### src/coproc_port_pkg.sv
package coproc_port_pkg;
  // Coprocessor I/O port byte addresses
  localparam logic [15:0] PORT_OPCODE_CTRL = 16'h00F8;
  localparam logic [15:0] PORT_DATA = 16'h00FA;
  localparam logic [15:0] PORT_POINTER = 16'h00FC;
  localparam logic [15:0] PORT_OPSTATUS = 16'h00FE;
  // Least processor clocks per memory operand transfer
  localparam int OPERAND_XFER_MIN_CLOCKS = 17;
  localparam logic [4:0] OPERAND_XFER_CNT = 5'(OPERAND_XFER_MIN_CLOCKS - 1);
  // Interrupt vector type for coprocessor error
  localparam logic [7:0] ERROR_TRAP_TYPE = 8'h10;
  // Cycle kinds
  typedef enum logic [2:0] {
    CYC_OPCODE_WR, CYC_STATUS_RD, CYC_DATA_WR, CYC_DATA_RD, CYC_POINTER_WR, CYC_OPSTAT_RD
  } cyc_kind_type;
endpackage

### src/coproc_host_port.sv
`timescale 1ns/1ps
// Behaviour
// - Four 16-bit ports: opcode/status, data, pointers, opcode status.
// - Opcode written first, then opcode status word read back.
// - Each memory operand transfer spans at least 17 clocks.
// - Numerics opcode without coprocessor and escape trap clear is undefined.
// - Coprocessor cycles drive control outputs like any I/O cycle.
// - Coprocessor access ends only when bus ready is asserted.
// - Chip-select covering coprocessor ports also goes active on them.
// - Coprocessor select asserts only for coprocessor port accesses.
// - Bus left free between coprocessor cycles for refresh and DMA.
// - Hold granted during numerics when bus unneeded; may stall cycles.
// - Locked numerics instruction keeps lock asserted throughout.
// - Error input sampled only at start of each numerics instruction.
// - Sampled active error takes interrupt type 16 instead.
// - No error check after last instruction; software appends a no-op.
// - Handshake is select, busy, operand request and error.
module coproc_host_port
  import coproc_port_pkg::*;
(
  input wire logic sys_clk_i,
  input wire logic rst_n_i,
  // Core side
  input wire logic insn_start_i,
  input wire logic insn_locked_i,
  input wire logic [15:0] insn_opcode_i,
  input wire logic [2:0] insn_operands_i,
  input wire logic insn_store_i,
  input wire logic escape_trap_bit_i,
  input wire logic [15:0] mem_rdata_i,
  input wire logic [15:0] pointer_data_i,
  output logic insn_done_o,
  output logic trap_o,
  output logic [7:0] trap_type_o,
  output logic escape_trap_o,
  output logic [15:0] opcode_status_o,
  output logic [15:0] store_data_o,
  output logic store_valid_o,
  // Chip-select programming for the coprocessor range
  input wire logic [15:0] cs_base_i,
  input wire logic [15:0] cs_limit_i,
  input wire logic cs_io_space_i,
  // Bus side
  input wire logic ready_i,
  input wire logic hold_i,
  output logic hold_acknowledge_o,
  output logic [15:0] addr_o,
  output logic [15:0] wdata_o,
  output logic wdata_oe_o,
  input wire logic [15:0] rdata_i,
  output logic rd_n_o,
  output logic wr_n_o,
  output logic transceiver_direction_o,
  output logic data_buffer_enable_n_o,
  output logic lock_n_o,
  output logic gcs_n_o,
  output logic coproc_select_n_o,
  // Handshake from the coprocessor
  input wire logic busy_i,
  input wire logic operand_transfer_request_i,
  input wire logic error_n_i
);

  // One instruction walks these steps, taking ST_PTR before ST_WAIT. The check step looks at
  // the escape trap bit and the synchronised error line and may end the
  // instruction at once. Otherwise the opcode write, the opcode status read
  // and the pointer write go out, then the sequencer waits for operand
  // requests. Each data-port cycle is followed by a fixed gap that stands
  // for the memory leg the core performs on the coprocessor's behalf.
  // The instruction ends once no operand is left and busy has dropped.
  // Limitation: operand count comes from the core, not from the partner.
  typedef enum logic [3:0] {
    ST_IDLE, ST_CHECK, ST_OPC, ST_STAT, ST_WAIT, ST_PTR, ST_XFER, ST_GAP, ST_END
  } step_type;

  step_type step;
  logic [1:0] busy_sync, req_sync, err_sync;
  logic bus_active, bus_write, locked, cyc_done;
  logic [15:0] cur_addr;
  logic [2:0] ops_left;
  logic [4:0] gap_cnt;
  logic store_mode;

  // This decode serves the select path only; chip-select compares against its programmed range
  function automatic logic is_coproc_port(input logic [15:0] a);
    return a[15:3] == PORT_OPCODE_CTRL[15:3] && a[0] == 1'b0;
  endfunction

  // Two-stage synchronisers; the partner clock is unrelated
  // Only the second stage is read, so a metastable first stage never
  // reaches the sequencer; the price is two clocks of latency
  always_ff @(posedge sys_clk_i or negedge rst_n_i) begin
    if (!rst_n_i) begin
      busy_sync <= 2'b00;
      req_sync <= 2'b00;
      err_sync <= 2'b11;
    end else begin
      busy_sync <= {busy_sync[0], busy_i};
      req_sync <= {req_sync[0], operand_transfer_request_i};
      err_sync <= {err_sync[0], error_n_i};
    end
  end

  wire logic busy_s = busy_sync[1];
  wire logic req_s = req_sync[1];
  wire logic err_active = ~err_sync[1];
  // A cycle finishes only on ready, like any I/O cycle
  assign cyc_done = bus_active & ready_i;

  // Instruction sequencer
  always_ff @(posedge sys_clk_i or negedge rst_n_i) begin
    if (!rst_n_i) begin
      step <= ST_IDLE;
      ops_left <= 3'h0;
      gap_cnt <= 5'h00;
      store_mode <= 1'b0;
      locked <= 1'b0;
      trap_o <= 1'b0;
      escape_trap_o <= 1'b0;
      insn_done_o <= 1'b0;
    end else begin
      trap_o <= 1'b0;
      escape_trap_o <= 1'b0;
      insn_done_o <= 1'b0;
      unique case (step)
        // Start is only taken here; a start while busy is ignored
        // Lock and direction are frozen for the whole instruction
        ST_IDLE: if (insn_start_i) begin
          ops_left <= insn_operands_i;
          store_mode <= insn_store_i;
          locked <= insn_locked_i;
          step <= ST_CHECK;
        end
        ST_CHECK: begin
          // Error is looked at here only, so a fault shows on the next instruction
          if (escape_trap_bit_i) begin
            escape_trap_o <= 1'b1;
            locked <= 1'b0;
            step <= ST_IDLE;
          end else if (err_active) begin
            trap_o <= 1'b1;
            locked <= 1'b0;
            step <= ST_IDLE;
          end else begin
            step <= ST_OPC;
          end
        end
        ST_OPC: begin
          // Opcode goes out before anything else of the instruction
          if (cyc_done) begin
            step <= ST_STAT;
          end
        end
        ST_STAT: begin
          // Opcode status word comes back on the next cycle
          if (cyc_done) begin
            step <= ST_PTR;
          end
        end
        ST_PTR: begin
          // Instruction and operand pointers follow the status read
          if (cyc_done) begin
            step <= ST_WAIT;
          end
        end
        ST_WAIT: begin
          // Bus is idle here, free for refresh, DMA and hold
          if (ops_left != 3'h0 && req_s) begin
            step <= ST_XFER;
          end else if (ops_left == 3'h0 && !busy_s) begin
            step <= ST_END;
          end
        end
        // One data-port cycle per operand, then the gap counter is loaded
        ST_XFER: if (cyc_done) begin
          ops_left <= ops_left - 3'h1;
          gap_cnt <= OPERAND_XFER_CNT;
          step <= ST_GAP;
        end
        ST_GAP: begin
          // Models the memory leg; keeps each operand at 17 clocks or more
          // The request is ignored here, so a fast partner cannot shorten it
          if (gap_cnt == 5'h00) begin
            step <= ST_WAIT;
          end else begin
            gap_cnt <= gap_cnt - 5'h01;
          end
        end
        ST_END: begin
          // No error look here: a fault of the last instruction waits for
          // the next numerics instruction, so software appends a no-op
          insn_done_o <= 1'b1;
          locked <= 1'b0;
          step <= ST_IDLE;
        end
      endcase
    end
  end

  wire logic want_bus = step == ST_OPC || step == ST_STAT || step == ST_PTR ||
                        step == ST_XFER;

  // Hold arbitration: grant between bus cycles unless locked
  // A pending coprocessor cycle does not block the grant; launch already
  // waits for hold to go away, so refusing here would deadlock both sides.
  // The trade-off is that alternate masters may stall the instruction
  // for as long as they keep hold up.
  always_ff @(posedge sys_clk_i or negedge rst_n_i) begin
    if (!rst_n_i) begin
      hold_acknowledge_o <= 1'b0;
    end else if (hold_acknowledge_o) begin
      hold_acknowledge_o <= hold_i;
    end else begin
      hold_acknowledge_o <= hold_i & ~bus_active & ~locked;
    end
  end

  // Bus cycle launch: one cycle per step, held until ready
  // Address and write data stay registered after the cycle, so the
  // select decode only looks at them while the cycle is active
  always_ff @(posedge sys_clk_i or negedge rst_n_i) begin
    if (!rst_n_i) begin
      bus_active <= 1'b0;
      bus_write <= 1'b0;
      cur_addr <= 16'h0000;
      wdata_o <= 16'h0000;
    end else if (cyc_done) begin
      bus_active <= 1'b0;
    end else if (!bus_active && want_bus && !hold_acknowledge_o && !hold_i) begin
      bus_active <= 1'b1;
      unique case (step)
        ST_OPC: begin
          cur_addr <= PORT_OPCODE_CTRL;
          bus_write <= 1'b1;
          wdata_o <= insn_opcode_i;
        end
        ST_STAT: begin
          cur_addr <= PORT_OPSTATUS;
          bus_write <= 1'b0;
        end
        ST_PTR: begin
          cur_addr <= PORT_POINTER;
          bus_write <= 1'b1;
          wdata_o <= pointer_data_i;
        end
        default: begin
          cur_addr <= PORT_DATA;
          bus_write <= ~store_mode;
          wdata_o <= mem_rdata_i;
        end
      endcase
    end
  end

  // Read results captured at the ending edge
  // Only the ready edge is used, so wait states never latch a partial word
  always_ff @(posedge sys_clk_i or negedge rst_n_i) begin
    if (!rst_n_i) begin
      opcode_status_o <= 16'h0000;
      store_data_o <= 16'h0000;
      store_valid_o <= 1'b0;
    end else begin
      store_valid_o <= 1'b0;
      if (cyc_done && !bus_write && step == ST_STAT) opcode_status_o <= rdata_i;
      if (cyc_done && !bus_write && step == ST_XFER) begin
        store_data_o <= rdata_i;
        store_valid_o <= 1'b1;
      end
    end
  end

  // Strobes behave as on any I/O cycle; nothing coprocessor specific
  // Buffer enable is not gated with the select here; on a buffered bus
  // that gating belongs to board logic
  assign addr_o = cur_addr;
  assign wdata_oe_o = bus_active & bus_write;
  assign rd_n_o = ~(bus_active & ~bus_write);
  assign wr_n_o = ~(bus_active & bus_write);
  assign transceiver_direction_o = bus_write;
  assign data_buffer_enable_n_o = ~bus_active;
  assign lock_n_o = ~locked;
  assign trap_type_o = ERROR_TRAP_TYPE;
  // General chip-select still fires if its range covers the ports
  assign gcs_n_o = ~(bus_active & cs_io_space_i & cur_addr >= cs_base_i &&
                     cur_addr <= cs_limit_i);
  // Select is decoded from the address alone; programming cannot reach it
  assign coproc_select_n_o = ~(bus_active & is_coproc_port(cur_addr));

endmodule

### config.mk
export PLATFORM = sky130hd
export DESIGN_NAME = coproc_host_port
export DESIGN_NICKNAME = d
export VERILOG_FILES = /design/src/coproc_port_pkg.sv /design/src/coproc_host_port.sv
export SDC_FILE = /design/constraint.sdc
export NUM_CORES = 1
export LEC_CHECK = 0
export BUFFER_PORTS_ARGS = -buffer_cell sky130_fd_sc_hd__buf_4
export CORE_ASPECT_RATIO = 0.7
export CORE_MARGIN = 3
export CORE_UTILIZATION = 47
export DETAILED_ROUTE_END_ITERATION = 10
export GPL_TIMING_DRIVEN = 0
export MAX_ROUTING_LAYER = met4
export PLACE_DENSITY_LB_ADDON = 0.08
export SYNTH_ARGS = -nofsm -noshare
export SYNTH_HDL_FRONTEND = slang
export SYNTH_SLANG_ARGS = --single-unit
export TNS_END_PERCENT = 1
### constraint.sdc
create_clock -name sys_clk_i -period 2.02 [get_ports sys_clk_i]
set_input_delay 0.404 -clock sys_clk_i [delete_from_list [all_inputs] [get_ports sys_clk_i]]
set_output_delay 0.404 -clock sys_clk_i [all_outputs]
set_load 0.01 [all_outputs]
[After elaboration in Yosys (flattened, before gate mapping)]
Index checks and enable logic that the tools add are counted.
Operators by class
  add/subtract/negate cells: 2
  $lt $le $gt $ge: 2
  eq/ne operators: 18
  muxes and demuxes: 34
  bitwise logic cells: 19
  reductions and logical operators: 34
Operators by type and width (number)
  16-bit one-hot mux with 3 select lines: 1
  4-bit one-hot mux with 9 select lines: 1
  4-bit two-way mux: 8
  4-bit by 3-bit equality test with 1-bit output, second input constant: 4
  16-bit greater-or-equal comparator: 1
  16-bit <= comparator: 1
  2-bit != test, second input constant: 7
  13-bit by 5-bit equality test with 1-bit output, second input constant: 1
  1-bit two-way mux: 13
  3-bit AND reduction: 4
  1-bit NOT: 11
  1-bit logical AND: 10
  5-bit two-way mux: 2
  5-bit one-hot mux with 2 select lines: 1
  3-bit one-hot mux with 3 select lines: 1
  1-bit AND: 8
  4-bit by 2-bit equality test with 1-bit output, second input constant: 2
  7-bit AND reduction: 1
  3-bit two-way mux: 2
  3-bit != test, second input constant: 2
  3-bit one-hot mux with 2 select lines: 1
  2-bit nonzero test: 3
  3-bit nonzero test: 2
  1-bit zero test: 5
  13 further kinds: 17
Word-level totals
  flip-flop bits (word level): 91
  output and inout bits: 85

[Longest topological paths before layout]
  word-level depth: 9
  gate-level depth with buffers: 7
  gate-level depth less buffers: 6

[Worst setup path after synthesis]
No wires, ideal clock.
  path kind: register -> output
  start: register cur_addr[6] (netlist: addr_o[6])
  end: output port gcs_n_o
  data arrival time: 1.567 ns
  required time: 1.616 ns
  slack: 0.049 ns
  stages on the path, launching flop included: 6
  buffers on the path: 0
  cell sequence: dfrtp_1 ha_1 nand4_1 o211ai_1 a31o_2 o221ai_1
Between the ends
  cells in the longest elaborated chain, start to end: 4
RTL lines
  from (decl): line coproc_host_port.sv:79  | logic [15:0] cur_addr;
  from (signal assigned): line coproc_host_port.sv:225  | cur_addr <= 16'h0000;
  from (signal assigned): line coproc_host_port.sv:233  | cur_addr <= PORT_OPCODE_CTRL;
  from (signal assigned): line coproc_host_port.sv:238  | cur_addr <= PORT_OPSTATUS;
  16-bit greater-or-equal comparator: line coproc_host_port.sv:284  | assign gcs_n_o = ~(bus_active & cs_io_space_i & cur_addr >= cs_base_i &&
  1-bit AND: line coproc_host_port.sv:284
  1-bit logical AND *: line coproc_host_port.sv:284
  1-bit NOT *: line coproc_host_port.sv:284
  to (decl): line coproc_host_port.sv:56  | output logic gcs_n_o,
Mark *: on every way between the ends. The rest lies on a longest branch, timed or not.

[Worst setup path in the final report]
Same ends and word-level chain as after synthesis.

==> summary.md <==
| Metric | Value |
|---|---|
| Outcome | complete, but fails checks |
| Violated checks | negative setup slack |
| Largest family of logic cells by synthesized area | compound AO/OA/AOI/OAI gates |
| DR vias/cell | just over 5 |
| Buffer and inverter count on the worst path | 3 |
| Mapped cell area | between 4000 and 5000 µm² |
| Area Overhead vs Synth | 50.1% |
| EDFF count, synth | 0 |
| Post-DP HPWL | a little under 9000 µm |
| GRT Overall Usage | between 20 and 25% |
| P per Cell Area | between 1000 and 1500 nW/µm² |
| Normalized max-slew margin | roughly 34% |
| Largest net degree at the start of global routing | just under 80 |
| Complex-gate fraction of the synthesized area | roughly 16% |
| Final routed DRC violation total | 0 |
| Required time of the worst setup path | 1620 ps |
| CP top delay family | flip-flops |
| Hold Vio Cnt, Final | 0 |
| # fillers | 610 |
| Commonest non-fill, non-tap cell in the layout | buf_4 |
| Xor and xnor fraction of the mapped netlist area | less than 1% |
| Final Slew Violations | 0 |
| Min setup slack post-route | -194 ps |
| Layout cells sized above 1 | 49.1% |
| Final wirelength | 11,700 µm |
| Crit path capture type | output port |
| Initial antenna violation count | 0 |
| Initial Util | about half |
| Slowest-stage cell, CP | dfrtp_2 |
| H-tree levels | 3 |
| Worst-path clk slew | 60 ps |
| Hold_ws | roughly 190 ps |
| Drt wl/cell | about 16 µm |
| Clock period minus worst slack | around 2200 ps |
| I/O pin cnt | approximately 200 |
| Worst-Margin Slew | between 900 and 1000 ps |
| Synth Area in Adders | 5.49% |
| Core area | roughly 8200 µm² |
| Nets | about 720 |
| Top cells by area, synth | dfrtp_1 46%, mux2_2 6.9%, ha_1 5.5% |
| Ys async rst share | 100% |
| Largest stage delay on the critical path | between 400 and 500 ps |
| Type of the worst setup path | reg2out |
| First drt pass iteration count | 4 |
| Max cap viols | 0 |
| Area share of the largest cell type after synthesis | a little under half |
| Vias in the first global route | between 3,000 and 4,000 |
| Multi-input logic area | ~2000 µm² |
| Crit-path most repeated cell | buf_6 |
| CTS buffer count | 9 |
| Synth Flop Type | dfrtp_1 |
| Sequential cell area | 1960 µm² |
| P_leak | 0.00314 µW |
| Mux cell area share after synthesis | 9.58% |
| Clock buffer depth | 2 |
| Final setup viols | 1 |
| Commonest non-fill, non-tap cells in the layout | 206 x buf_4, 74 x dfrtp_1, 27 x nand2_1, 27 x a21oi_1, 25 x mux2_2 |
| Hold WC Path Type | in2reg |
| Setup_tns | -194 ps |
| Post-synthesis cell type count | 60 |
| Clk_lat worst skew | roughly 330 ps |
| Grt total ovfl | 0 |
| Crit path cell chain | buf_6 -> buf_6 -> ha_4 -> o211ai_1 -> a21oi_1 -> o221ai_2 -> buf_4 |
| Crit Path Max Fanout | 6 |
| Rows | 27 |
| # hold bufs at CTS | 0 |
| Synth Area in Simple Gates | roughly an eighth |
| Startpoint type of the worst setup path | flip-flop |
| First-pass GRT wire length | 18,800 µm |
| Seq cells post-synth | 78 |
| Syn Area/Cell | about 11 µm² |
| Final GP Congestion | ~0.88 |
| CTS tree | built |
| Final period util | 110% |
| Clock sink count | a little under 80 |
| RSZ-0062 raised after global routing | true |
| Die width | ~120 µm |
| Biggest area consumer among synthesized cells | dfrtp_1 |
| Crit path DAT | between 1500 and 2000 ps |
| Skew final | around 10 ps |
| Port buffer count | 178 |
| Vias post-DR | roughly 3,600 |
| Initial drt markers | approximately 200 |
| Ys Warns | 0 |
| Post-route ant nets | 0 |
| Ant diodes | 0 |
| Die Ht | roughly 84 µm |
| CTS root buf | clkbuf_16 |
| Syn Inst Count | ~380 |
| Peak supply drop | 816 µV |
| Maximum clock rate | between 400 and 500 MHz |
| Die ar. | just under 10,000 µm² |
| Seq/Total Area, Yosys | a little under half |
power breakdown:
| group | leakage [µW] | switching [µW] | internal [µW] | total, µW |
|---|---|---|---|---|
| clock network | 0.000149 | 628 | 1030 | 1660 |
| registers | 0.00101 | 331 | 2040 | 2370 |
| logic | 0.00199 | 1580 | 1710 | 3290 |
metrics by stage:
stage               area [µm²]  setup WS (ps)  total power [µW]  std cells  utilization [%]
CTS                       6070           -196              7280        713             74.3
global placement          5640           -118              5300        690             69.0
floorplan                 4160           49.2              4070        396                -
finish                    6160           -194              7320        713             75.3
global route              6160           -328              7810        713             75.3
detailed placement        5640           -153              5410        690             69.0
what timing repair did:
item,4_1_cts,5_1_grt
setup buffers,7,0
pin swaps,6,2
setup endpoints to repair,30,44
gates resized for setup,18,24
sequential cells by signal (all words and copies together) (netlist names), 2 cells and up:
name	flops
busy_sync	2
opcode_status_o	16
ops_left	3
store_data_o	16
step	4
err_sync	2
req_sync	2
gap_cnt	5
addr_o	3
wdata_o	16
area by class of cell:
class,instances,share of cell area (%)
repair buffers,185,22.7
clock inverters,4,0.894
multi-input cells,256,32.1
well taps,116,2.36
inverters,23,1.40
flip-flops and latches,78,31.8
clock buffers,12,4.17
plain buffers,39,4.65
worst reg2reg max path: cells and delay by family, from the launching register on:
kind / cells / cell delay [ps]
buffers and inverters: 3 / 560
flip-flops: 1 / 370
multiplexers: 1 / 350
AND/OR/NAND/NOR: 2 / 590
metal layers:
| metal | part of all wire, % | vias to the layer above | global-route usage [%] | routed length [µm] |
|---|---|---|---|---|
| met1 | 40 | 1715 | 28.8 | 4670 |
| met4 | 0.93 | 0 | 4.79 | 109 |
| li1 | - | 1757 | - | - |
| met2 | 52 | 143 | 41.8 | 6020 |
| met3 | 7.4 | 10 | 5.86 | 861 |
| met5 | 0 | - | - | 0 |
Yosys cell counts (3+ instances only):
library cell  count
dfrtp_1          76
a21oi_1          27
nand2_1          27
mux2_2           25
inv_1            23
buf_4            22
o21ai_0          21
ha_1             18
a22o_1           17
nor2_1           16
buf_2            12
mux2_1            9
nor4_1            6
nand2b_1          5
clkbuf_1          4
nor2b_1           4
o21ai_1           4
o22a_1            4
a31oi_1           3
and2_1            3
nor4b_1           3
o22ai_1           3
worst paths after layout:
path | start | slack (ps) | to | cells after the start
min in group asynchronous | rst_n_i | 240 | wdata_o[9]$_DFFE_PN0P_ | 1
worst min register to register | req_sync[0]$_DFF_PN0_ | 340 | req_sync[1]$_DFF_PN0_ | 0
max in group asynchronous | rst_n_i | 1090 | addr_o[6]$_DFFE_PN0P_ | 1
worst max register to register | step[0]$_DFFE_PN0P_ | 30 | store_data_o[9]$_DFFE_PN0P_ | 6
worst max-delay path | addr_o[6]$_DFFE_PN0P_ | -190 | gcs_n_o | 7
worst min-delay path | error_n_i | 190 | err_sync[0]$_DFF_PN1_ | 1
logic make-up after synthesis:
group | after synthesis
compound gates | 98
simple gates | 86
flops | 78
buf+inv | 62
mux | 35
fa+ha+maj | 18
other cells | 2
xor+xnor | 2
No activity file was read; power rests on OpenSTA's default activity.
